### src/rtl/sfa_pkg.sv
// Purpose: Constants and beat carriers for the stream format adapter
// Assumes: One symbol count divides the other evenly
// Notes: Edit the build-time settings here to reshape the adapter

`default_nettype none

package sfa_pkg;

	// Build-time stream shape
	localparam int SYM_BITS = 8;
	localparam int IN_SYMBOLS = 4;
	localparam int OUT_SYMBOLS = 2;
	localparam bit HAS_PACKETS = 1'b1;
	localparam bit IN_HAS_EMPTY = 1'b1;
	localparam bit OUT_HAS_EMPTY = 1'b1;
	localparam int CHAN_W = 2;
	localparam int MAX_CHAN = 3;
	localparam int ERR_W = 2;
	localparam int READY_LAT = 1; // Must be 1 or more
	localparam int IN_EMPTY_W = (IN_SYMBOLS > 1) ? $clog2(IN_SYMBOLS) : 1;
	localparam int OUT_EMPTY_W = (OUT_SYMBOLS > 1) ? $clog2(OUT_SYMBOLS) : 1;
	localparam int RDY_HIST = (READY_LAT > 1) ? READY_LAT - 1 : 1;
	localparam int RDY_SEL = (READY_LAT > 1) ? READY_LAT - 2 : 0;

	// Register map, byte offsets
	localparam int ADDR_W = 8;
	localparam logic [7:0] OFS_CTRL = 8'h00;
	localparam logic [7:0] OFS_STATUS = 8'h04;
	localparam logic [7:0] OFS_IN_BEATS = 8'h08;
	localparam logic [7:0] OFS_OUT_BEATS = 8'h0C;
	localparam logic [7:0] OFS_CONFIG = 8'h10;
	localparam int CTRL_CLEAR_BIT = 0;
	localparam logic [31:0] COUNT_RST = 32'h0000_0000;
	localparam logic [1:0] RESP_OKAY = 2'h0;
	localparam logic [1:0] RESP_SLVERR = 2'h2;

	typedef struct packed {
		logic [IN_SYMBOLS*SYM_BITS-1:0] data;
		logic sop;
		logic eop;
		logic [IN_EMPTY_W-1:0] empty;
		logic [CHAN_W-1:0] chan;
		logic [ERR_W-1:0] err;
	} sfa_in_beat_s;

	typedef struct packed {
		logic [OUT_SYMBOLS*SYM_BITS-1:0] data;
		logic sop;
		logic eop;
		logic [OUT_EMPTY_W-1:0] empty;
		logic [CHAN_W-1:0] chan;
		logic [ERR_W-1:0] err;
	} sfa_out_beat_s;

endpackage : sfa_pkg

`default_nettype wire

### src/rtl/sfa_adapter.sv
// Purpose: Stream width adapter with beat counters on AXI4-Lite
// Assumes: Single clock, sync reset, ready latency of one or more
// Notes: First symbol of a beat sits in the most significant bits
//
// What this block does
// - Repack beats so output carries the downstream symbol count.
// - Wide to narrow: each input beat leaves as consecutive narrow beats.
// - Wide to narrow: input error repeats on every derived output beat.
// - Narrow to wide: gather input beats into one output beat, closed early at packet end.
// - Narrow to wide: output error is OR of merged input errors.
// - With packets on, first, last and empty travel both sides.
// - Output honours set ready latency; sink backpressures with that latency.
// - Symbols and empty presence set per side; symbol width shared.
// - Channel width, top channel and error width are build settings.
// - Ready latency counts cycles from ready to allowed valid.

`timescale 1ns/1ns
`default_nettype none

module sfa_adapter (
	input wire logic clk,
	input wire logic rst,
	input wire logic in_valid,
	output logic in_ready,
	input wire sfa_pkg::sfa_in_beat_s in_beat,
	output logic out_valid,
	input wire logic out_ready,
	output sfa_pkg::sfa_out_beat_s out_beat,
	input wire logic [7:0] s_axi_awaddr,
	input wire logic s_axi_awvalid,
	output logic s_axi_awready,
	input wire logic [31:0] s_axi_wdata,
	input wire logic [3:0] s_axi_wstrb,
	input wire logic s_axi_wvalid,
	output logic s_axi_wready,
	output logic [1:0] s_axi_bresp,
	output logic s_axi_bvalid,
	input wire logic s_axi_bready,
	input wire logic [7:0] s_axi_araddr,
	input wire logic s_axi_arvalid,
	output logic s_axi_arready,
	output logic [31:0] s_axi_rdata,
	output logic [1:0] s_axi_rresp,
	output logic s_axi_rvalid,
	input wire logic s_axi_rready
);

	localparam int IN = sfa_pkg::IN_SYMBOLS;
	localparam int OUT = sfa_pkg::OUT_SYMBOLS;
	localparam int SB = sfa_pkg::SYM_BITS; // Shared by both sides
	localparam int OEW = sfa_pkg::OUT_EMPTY_W;
	localparam int IEW = sfa_pkg::IN_EMPTY_W;

	logic in_ready_q;
	logic out_valid_q;
	sfa_pkg::sfa_out_beat_s out_beat_q;
	logic [sfa_pkg::RDY_HIST-1:0] rdy_hist_q;
	logic ready_sel;
	logic take;
	logic emit;
	logic busy;
	logic in_eop;
	logic [IEW-1:0] in_empty;

	assign in_ready = in_ready_q;
	assign out_valid = out_valid_q;
	assign out_beat = out_beat_q;
	assign take = in_valid && in_ready_q;
	// End flag ignored when the build has no packets; empty ignored when IN_HAS_EMPTY is off
	assign in_eop = sfa_pkg::HAS_PACKETS && in_beat.eop;
	assign in_empty = sfa_pkg::IN_HAS_EMPTY ? in_beat.empty : '0;

	// Ready history; a beat may appear only where ready was seen
	// exactly the latency earlier, so the sink never gets a surprise
	always_ff @(posedge clk) begin
		if (rst) begin
			rdy_hist_q <= '0;
		end else begin
			rdy_hist_q[0] <= out_ready;
			for (int k = 1; k < sfa_pkg::RDY_HIST; k++) begin
				rdy_hist_q[k] <= rdy_hist_q[k-1];
			end
		end
	end

	// Decided one edge early, so this looks latency minus one back
	assign ready_sel = (sfa_pkg::READY_LAT == 1) ? out_ready :
		rdy_hist_q[sfa_pkg::RDY_SEL];

	generate
		if (IN > OUT) begin : g_split
			localparam int N = IN / OUT;
			localparam int IW = (N > 1) ? $clog2(N) : 1;
			sfa_pkg::sfa_in_beat_s hold_q;
			logic hold_v_q;
			logic [IW-1:0] idx_q;
			logic [7:0] vs_c;
			logic [7:0] pieces_c;
			logic last_c;
			logic [IN*SB-1:0] shifted_c;

			// Pieces needed for the symbols really present
			always_comb begin
				vs_c = 8'(IN);
				if (hold_q.eop && sfa_pkg::IN_HAS_EMPTY) begin
					vs_c = 8'(IN) - 8'(hold_q.empty);
				end
				pieces_c = (vs_c + 8'(OUT - 1)) / 8'(OUT);
				last_c = (8'(idx_q) == pieces_c - 8'h01);
				shifted_c = hold_q.data << (int'(idx_q) * OUT * SB);
			end

			assign emit = hold_v_q && ready_sel;
			assign busy = hold_v_q;

			// Hold one wide beat and walk through its pieces
			always_ff @(posedge clk) begin
				if (rst) begin
					hold_v_q <= 1'b0;
					idx_q <= '0;
					hold_q <= '0;
				end else if (take) begin
					hold_q <= in_beat;
					hold_q.eop <= in_eop;
					hold_q.empty <= in_empty;
					hold_v_q <= 1'b1;
					idx_q <= '0;
				end else if (emit) begin
					if (last_c) begin
						hold_v_q <= 1'b0;
					end else begin
						idx_q <= idx_q + 1'b1;
					end
				end
			end

			// Refuse new input until the last piece has left
			always_ff @(posedge clk) begin
				if (rst) begin
					in_ready_q <= 1'b1;
				end else if (take) begin
					in_ready_q <= 1'b0;
				end else if (emit && last_c) begin
					in_ready_q <= 1'b1;
				end
			end

			// Output stage, one piece per permitted cycle
			always_ff @(posedge clk) begin
				if (rst) begin
					out_valid_q <= 1'b0;
					out_beat_q <= '0;
				end else begin
					out_valid_q <= emit;
					if (emit) begin
						out_beat_q.data <= shifted_c[IN*SB-1 -: OUT*SB];
						out_beat_q.sop <= hold_q.sop && (idx_q == '0);
						out_beat_q.eop <= hold_q.eop && last_c;
						out_beat_q.empty <= '0;
						if (last_c && sfa_pkg::OUT_HAS_EMPTY) begin
							out_beat_q.empty <= OEW'(pieces_c * 8'(OUT) - vs_c);
						end
						out_beat_q.chan <= hold_q.chan;
						out_beat_q.err <= hold_q.err; // Same error every piece
					end
				end
			end
		end else begin : g_gather
			localparam int N = OUT / IN;
			localparam int CW = $clog2(N + 1);
			logic [OUT*SB-1:0] acc_q;
			logic [CW-1:0] cnt_q;
			logic full_q;
			logic sop_q;
			logic eop_q;
			logic [OEW-1:0] empty_q;
			logic [sfa_pkg::CHAN_W-1:0] chan_q;
			logic [sfa_pkg::ERR_W-1:0] err_q;
			logic closes;

			// Beat closes when full or when the packet ends early
			assign closes = (int'(cnt_q) == N - 1) || in_eop;
			assign emit = full_q && ready_sel;
			assign busy = full_q || (cnt_q != '0);

			// Accumulate narrow beats into the wide word
			always_ff @(posedge clk) begin
				if (rst) begin
					acc_q <= '0;
					cnt_q <= '0;
					full_q <= 1'b0;
					sop_q <= 1'b0;
					eop_q <= 1'b0;
					empty_q <= '0;
					chan_q <= '0;
					err_q <= '0;
				end else if (emit) begin
					cnt_q <= '0;
					full_q <= 1'b0;
					err_q <= '0;
				end else if (take) begin
					acc_q[(N - 1 - int'(cnt_q)) * IN * SB +: IN * SB] <= in_beat.data;
					cnt_q <= cnt_q + 1'b1;
					err_q <= err_q | in_beat.err;
					full_q <= closes;
					eop_q <= in_eop;
					empty_q <= '0;
					if (in_eop) begin
						empty_q <= OEW'((N - 1 - int'(cnt_q)) * IN + int'(in_empty));
					end
					if (cnt_q == '0) begin
						sop_q <= sfa_pkg::HAS_PACKETS && in_beat.sop;
						chan_q <= in_beat.chan; // First beat's channel
					end
				end
			end

			// Stall input while a finished wide beat waits
			always_ff @(posedge clk) begin
				if (rst) begin
					in_ready_q <= 1'b1;
				end else if (take && closes) begin
					in_ready_q <= 1'b0;
				end else if (emit) begin
					in_ready_q <= 1'b1;
				end
			end

			// Output stage for the gathered beat
			always_ff @(posedge clk) begin
				if (rst) begin
					out_valid_q <= 1'b0;
					out_beat_q <= '0;
				end else begin
					out_valid_q <= emit;
					if (emit) begin
						out_beat_q.data <= acc_q;
						out_beat_q.sop <= sop_q;
						out_beat_q.eop <= eop_q;
						out_beat_q.empty <= sfa_pkg::OUT_HAS_EMPTY ? empty_q : '0;
						out_beat_q.chan <= chan_q;
						out_beat_q.err <= err_q;
					end
				end
			end
		end
	endgenerate

	// Register bus state
	logic aw_have_q;
	logic w_have_q;
	logic [7:0] aw_addr_q;
	logic [31:0] w_data_q;
	logic [3:0] w_strb_q;
	logic [31:0] in_cnt_q;
	logic [31:0] out_cnt_q;
	logic clear_c;

	assign clear_c = aw_have_q && w_have_q && !s_axi_bvalid &&
		(aw_addr_q == sfa_pkg::OFS_CTRL) && w_strb_q[0] &&
		w_data_q[sfa_pkg::CTRL_CLEAR_BIT];

	// Beat counters; a beat in the clearing cycle still counts
	always_ff @(posedge clk) begin
		if (rst) begin
			in_cnt_q <= sfa_pkg::COUNT_RST;
			out_cnt_q <= sfa_pkg::COUNT_RST;
		end else begin
			if (clear_c) begin
				in_cnt_q <= {31'h0000_0000, take};
				out_cnt_q <= {31'h0000_0000, out_valid_q};
			end else begin
				in_cnt_q <= in_cnt_q + {31'h0000_0000, take};
				out_cnt_q <= out_cnt_q + {31'h0000_0000, out_valid_q};
			end
		end
	end

	// Write path: address and data taken in either order
	always_ff @(posedge clk) begin
		if (rst) begin
			aw_have_q <= 1'b0;
			w_have_q <= 1'b0;
			aw_addr_q <= 8'h00;
			w_data_q <= 32'h0000_0000;
			w_strb_q <= 4'h0;
			s_axi_awready <= 1'b1;
			s_axi_wready <= 1'b1;
			s_axi_bvalid <= 1'b0;
			s_axi_bresp <= sfa_pkg::RESP_OKAY;
		end else begin
			if (s_axi_awvalid && s_axi_awready) begin
				aw_have_q <= 1'b1;
				aw_addr_q <= s_axi_awaddr;
				s_axi_awready <= 1'b0;
			end
			if (s_axi_wvalid && s_axi_wready) begin
				w_have_q <= 1'b1;
				w_data_q <= s_axi_wdata;
				w_strb_q <= s_axi_wstrb;
				s_axi_wready <= 1'b0;
			end
			if (aw_have_q && w_have_q && !s_axi_bvalid) begin
				s_axi_bvalid <= 1'b1;
				s_axi_bresp <= (aw_addr_q == sfa_pkg::OFS_CTRL) ?
					sfa_pkg::RESP_OKAY : sfa_pkg::RESP_SLVERR;
			end
			if (s_axi_bvalid && s_axi_bready) begin
				s_axi_bvalid <= 1'b0;
				aw_have_q <= 1'b0;
				w_have_q <= 1'b0;
				s_axi_awready <= 1'b1;
				s_axi_wready <= 1'b1;
			end
		end
	end

	// Read path, one read at a time
	always_ff @(posedge clk) begin
		if (rst) begin
			s_axi_arready <= 1'b1;
			s_axi_rvalid <= 1'b0;
			s_axi_rdata <= 32'h0000_0000;
			s_axi_rresp <= sfa_pkg::RESP_OKAY;
		end else if (s_axi_arvalid && s_axi_arready) begin
			s_axi_arready <= 1'b0;
			s_axi_rvalid <= 1'b1;
			s_axi_rresp <= sfa_pkg::RESP_OKAY;
			unique case (s_axi_araddr)
				sfa_pkg::OFS_CTRL: s_axi_rdata <= 32'h0000_0000;
				sfa_pkg::OFS_STATUS: s_axi_rdata <= {29'h0000_0000,
					out_valid_q, busy, in_ready_q};
				sfa_pkg::OFS_IN_BEATS: s_axi_rdata <= in_cnt_q;
				sfa_pkg::OFS_OUT_BEATS: s_axi_rdata <= out_cnt_q;
				sfa_pkg::OFS_CONFIG: s_axi_rdata <= {8'(SB), 8'(OUT), 8'(IN),
					8'(sfa_pkg::READY_LAT)};
				default: begin
					s_axi_rdata <= 32'h0000_0000;
					s_axi_rresp <= sfa_pkg::RESP_SLVERR;
				end
			endcase
		end else if (s_axi_rvalid && s_axi_rready) begin
			s_axi_rvalid <= 1'b0;
			s_axi_arready <= 1'b1;
		end
	end

endmodule : sfa_adapter

`default_nettype wire

### config.mk
export PLATFORM = sky130hd
export DESIGN_NAME = sfa_adapter
export DESIGN_NICKNAME = d
export VERILOG_FILES = /design/src/rtl/sfa_pkg.sv /design/src/rtl/sfa_adapter.sv
export SDC_FILE = /design/constraint.sdc
export NUM_CORES = 1
export LEC_CHECK = 0
export BUFFER_PORTS_ARGS = -buffer_cell sky130_fd_sc_hd__buf_2
export CAP_MARGIN = 20
export CORE_ASPECT_RATIO = 1.1
export CORE_MARGIN = 2
export CORE_UTILIZATION = 59
export CTS_CLUSTER_DIAMETER = 100
export CTS_CLUSTER_SIZE = 40
export DETAILED_ROUTE_END_ITERATION = 8
export PLACE_DENSITY = 0.91
export REMOVE_ABC_BUFFERS = 1
export SLEW_MARGIN = 20
export SYNTH_ARGS = -nofsm -noshare
export SYNTH_HDL_FRONTEND = slang
export SYNTH_SLANG_ARGS = --single-unit
export TNS_END_PERCENT = 50
### constraint.sdc
create_clock -name clk -period 6.1 [get_ports clk]
set_input_delay 0.61 -clock clk [delete_from_list [all_inputs] [get_ports clk]]
set_output_delay 0.61 -clock clk [all_outputs]
set_load 0.05 [all_outputs]
==> impl_metrics.csv <==
group,metric,value,unit
place,port_buffers,130,
critical_path,reg2regPathDepth,11,
cells_and_area,fin_nets,1102,
cts,cts_buffers,17,
floorplan,dieArea,14000,µm²
logic_synthesis,synth_area_leaders,"dfxtp_1 47%, nand2_1 6.7%, nor2_1 6.1%, a21oi_1 4.7%, mux2_2 4.1%",
grt,top_usage_layer,"met2",
cts,path_clk_slew,0.06,ns
logic_synthesis,yosysUniqueCellTypes,45,
routing,avgViaCountPerCell,5.53,
floorplan,fp-row-count,43,
routing,vias,6432,
logic_synthesis,ys.flop_type,"dfxtp_1",
timing,finalWorstPathRequiredPeriod,2.60,ns
critical_path,cp_data_arrival_time,2.94,ns
cells_and_area,antenna_cells,0,
grt,met2_usage,0.445,
cts,clk_latency,0.42,ns
timing,fin_skew,0.00747,ns
power_and_ir_drop,switching_share,0.236,
place,place_congestion,0.842,
logic_synthesis,avgSynthCellArea,8.70,µm²
grt,grt_pass1_wl,28300,µm
hold_path,hold_class,"in -> reg",
floorplan,start_util,0.609,
timing,whs,0.417,ns
logic_synthesis,yosys.area.top_type_share,0.471,
place,placed_cells,1132,
floorplan,die_width,113,µm
grt,gr-total-overflow,0,
cts,cts-root-buf,"clkbuf_16",
floorplan,pin_count,167,
cells_and_area,nFillCells,939,
routing,drc,7,
power_and_ir_drop,finalPower,2.53,mW
timing,fin_ws,3.50,ns
critical_path,regToRegEndpoint,"g_split.idx_q",
grt,use_met1,0.285,
critical_path,r2r-start,"g_split.hold_q[4]",
routing,drt_wl_total,17300,µm
power_and_ir_drop,p_leak,3.60,nW
logic_synthesis,yosys.area.top_type,"dfxtp_1",
timing,fin_crit_sh,0.426,
logic_synthesis,syn_inst,888,
place,hpwl,11500,µm
cells_and_area,fin_util,0.708,
grt,grtUsageTotal,0.252,
cts,htree_levels,4,
cts,cts_resized,0,
power_and_ir_drop,pwr-share-clk,0.429,
routing,wl_per_cell,14.9,µm
routing,dr.pass1.iters,7,
cells_and_area,area_growth,16.4,%
cells_and_area,final_cells,1164,
timing,finalMaxSlewViolations,0,
hold_path,min_from,"in_beat[11]",
logic_synthesis,synth_area,7730,µm²
grt,grt_pass1_vias,6231,
critical_path,criticalPathCategory,"reg -> reg",
critical_path,cp_max_fo,5,
power_and_ir_drop,cellPowerDensity,281,nW/µm²
critical_path,r2r_slack,3.50,ns
cts,clock-sinks,182,
timing,setup_violations,0,
cts,cts_hold_buf,0,
routing,ant_nets,0,
grt,grt_max_degree,81,
job,cap_violations,0,
timing,worst_pin_slew,0.944,ns
timing,slew_headroom,0.368,
cells_and_area,drive_gt1_frac,0.212,
status,status,"complete, but fails checks",
timing,hold_viol_final,0,
timing,tns,0,ns
logic_synthesis,ys_seq_area_frac,0.471,
routing,first_iter_violations,424,
timing,rsz0062_at_grt,"no",
cts,cts_tree,"built",
power_and_ir_drop,ir_worst_vdd,0.203,mV
grt,antenna_found_initial,1,
floorplan,core,12700,µm²
cts,cts_setup_buffers,0,
grt,use_met3,0.0779,
timing,timing.fmax,385,MHz
critical_path,worst_setup_path_end_kind,"flip-flop",
cts,clock_path_buffers,2,
critical_path,crit_required,6.44,ns
status,violations,"DRC",
power_and_ir_drop,seqPwrFrac,0.493,
place,postPlaceCellArea,8400,µm²
hold_path,hold_depth,3,
floorplan,die_y,124,µm
logic_synthesis,synthArstFlopShare,0,
logic_synthesis,ys_warn_count,0,
power_and_ir_drop,internal-power,1.93,mW
logic_synthesis,synth-seq-cells,182,
logic_synthesis,synth_edf_count,0,
power_and_ir_drop,p_comb_frac,0.078,
cells_and_area,final_area,8990,µm²
hold_path,hold_end,"g_split.hold_q[11]",
power_and_ir_drop,p_switching,0.596,mW
critical_path,critPathLaunchType,"flip-flop",
place,post-place-ws,3.54,ns
[flip-flops by register name, indices dropped and copies added (netlist names), 8 cells and up]
register	count
s_axi_rdata	32
out_beat	23
in_cnt_q	32
out_cnt_q	32
g_split.hold_q	40
aw_addr_q	8
[synthesized netlist by cell type, drive strengths merged, types with 2 or more instances]
master,count
clkbuf,30
and3,14
buf,21
mux2i,19
nand3,34
a211oi,16
and2,7
mux2,28
ha,7
nand2,137
a21oi,72
xor2,28
nor3,12
or2,2
and4,5
nor2b,5
a22oi,30
nand4,17
o21ai,11
a21o,3
inv,15
nor2,127
xnor2,33
nand3b,3
nor4,16
dfxtp,182
nand2b,4
[worst max-delay path, stage by stage (launching register included)]
cell	delay, ns
dfxtp_1	0.35
inv_1	0.05
ha_1	0.30
and2_1	0.16
ha_1	0.20
xnor2_1	0.34
nor2b_1	0.19
ha_1	0.13
nor2b_1	0.31
nor3b_1	0.24
o22ai_1	0.11
nor3_1	0.14
[cell type report]
class,count,area [µm²],area share
Clock buffer,24,492,0.0547
Tap cell,157,196,0.0218
Multi-Input combinational cell,640,3800,0.422
Sequential cell,182,3640,0.405
Inverter,16,60.1,0.00668
Clock inverter,8,96.3,0.0107
Timing Repair Buffer,137,706,0.0785
[cell usage in the layout (no fill, tap or decap), types with 2 or more instances in the layout]
cell	synthesis	final
and4_1	5	5
a211oi_1	16	16
nor4_1	11	11
nor2_2	2	2
a22oi_1	30	30
a21oi_1	72	72
inv_1	15	15
and3_1	14	14
xnor2_1	33	33
nor2_1	125	125
nand3_1	31	31
nand4_1	17	17
buf_2	6	129
ha_1	7	7
and2_1	7	7
nand3_2	3	3
conb_1	1	2
bufinv_16	0	2
nand3b_1	3	3
buf_4	9	8
dfxtp_1	182	181
o21ai_0	11	11
nor4_4	4	4
a21o_1	3	3
nor3_1	8	8
nand2_1	137	137
clkbuf_16	0	17
nor3_2	4	4
mux2i_1	19	19
nand2b_1	4	4
clkinv_2	0	4
or2_2	2	2
nor2b_1	5	5
clkbuf_1	30	3
clkbuf_8	0	4
mux2_2	28	28
xor2_1	28	28
[power by group through the flow]
| stage | Clock, mW | Combinational [mW] | Sequential, mW |
|---|---|---|---|
| after floorplan | 0 | 0.0828 | 1.30 |
| after global placement | 0 | 0.191 | 1.27 |
| after detailed placement | 0 | 0.196 | 1.27 |
| after CTS | 1.10 | 0.197 | 1.24 |
| after global routing | 1.14 | 0.215 | 1.25 |
| final | 1.08 | 0.196 | 1.24 |
[how the worst max path moves through the flow]
stage                       from              end
4_1_cts        g_split.hold_q[4]    g_split.idx_q
6_report       g_split.hold_q[4]    g_split.idx_q
5_1_grt        g_split.hold_q[4]    g_split.idx_q
2_1_floorplan           in_valid     in_cnt_q[14]
3_5_place_dp     s_axi_araddr[0]  s_axi_rdata[26]
3_3_place_gp            in_valid     in_cnt_q[28]
[per-layer routing]
layer	share of wire	up-vias	wire [µm]
met5	0.00064	-	11
met4	0.020	2	350
li1	-	3230	-
met1	0.41	2986	7150
met2	0.50	184	8610
met3	0.068	30	1180
[cells by family (layout without fill, tap and decap cells)]
logic type / after synthesis / after routing / synth area share
AO/OA/AOI/OAI: 137 / 137 / 0.106
XOR/XNOR: 61 / 61 / 0.0691
adder cells (fa/ha/maj): 7 / 7 / 0.0113
buffers and inverters: 67 / 185 / 0.0389
flip-flops: 182 / 182 / 0.471
multiplexers: 47 / 47 / 0.0654
other: 1 / 2 / 0.000485
AND/OR/NAND/NOR: 386 / 386 / 0.237
Power figures use the tool's default switching activity.
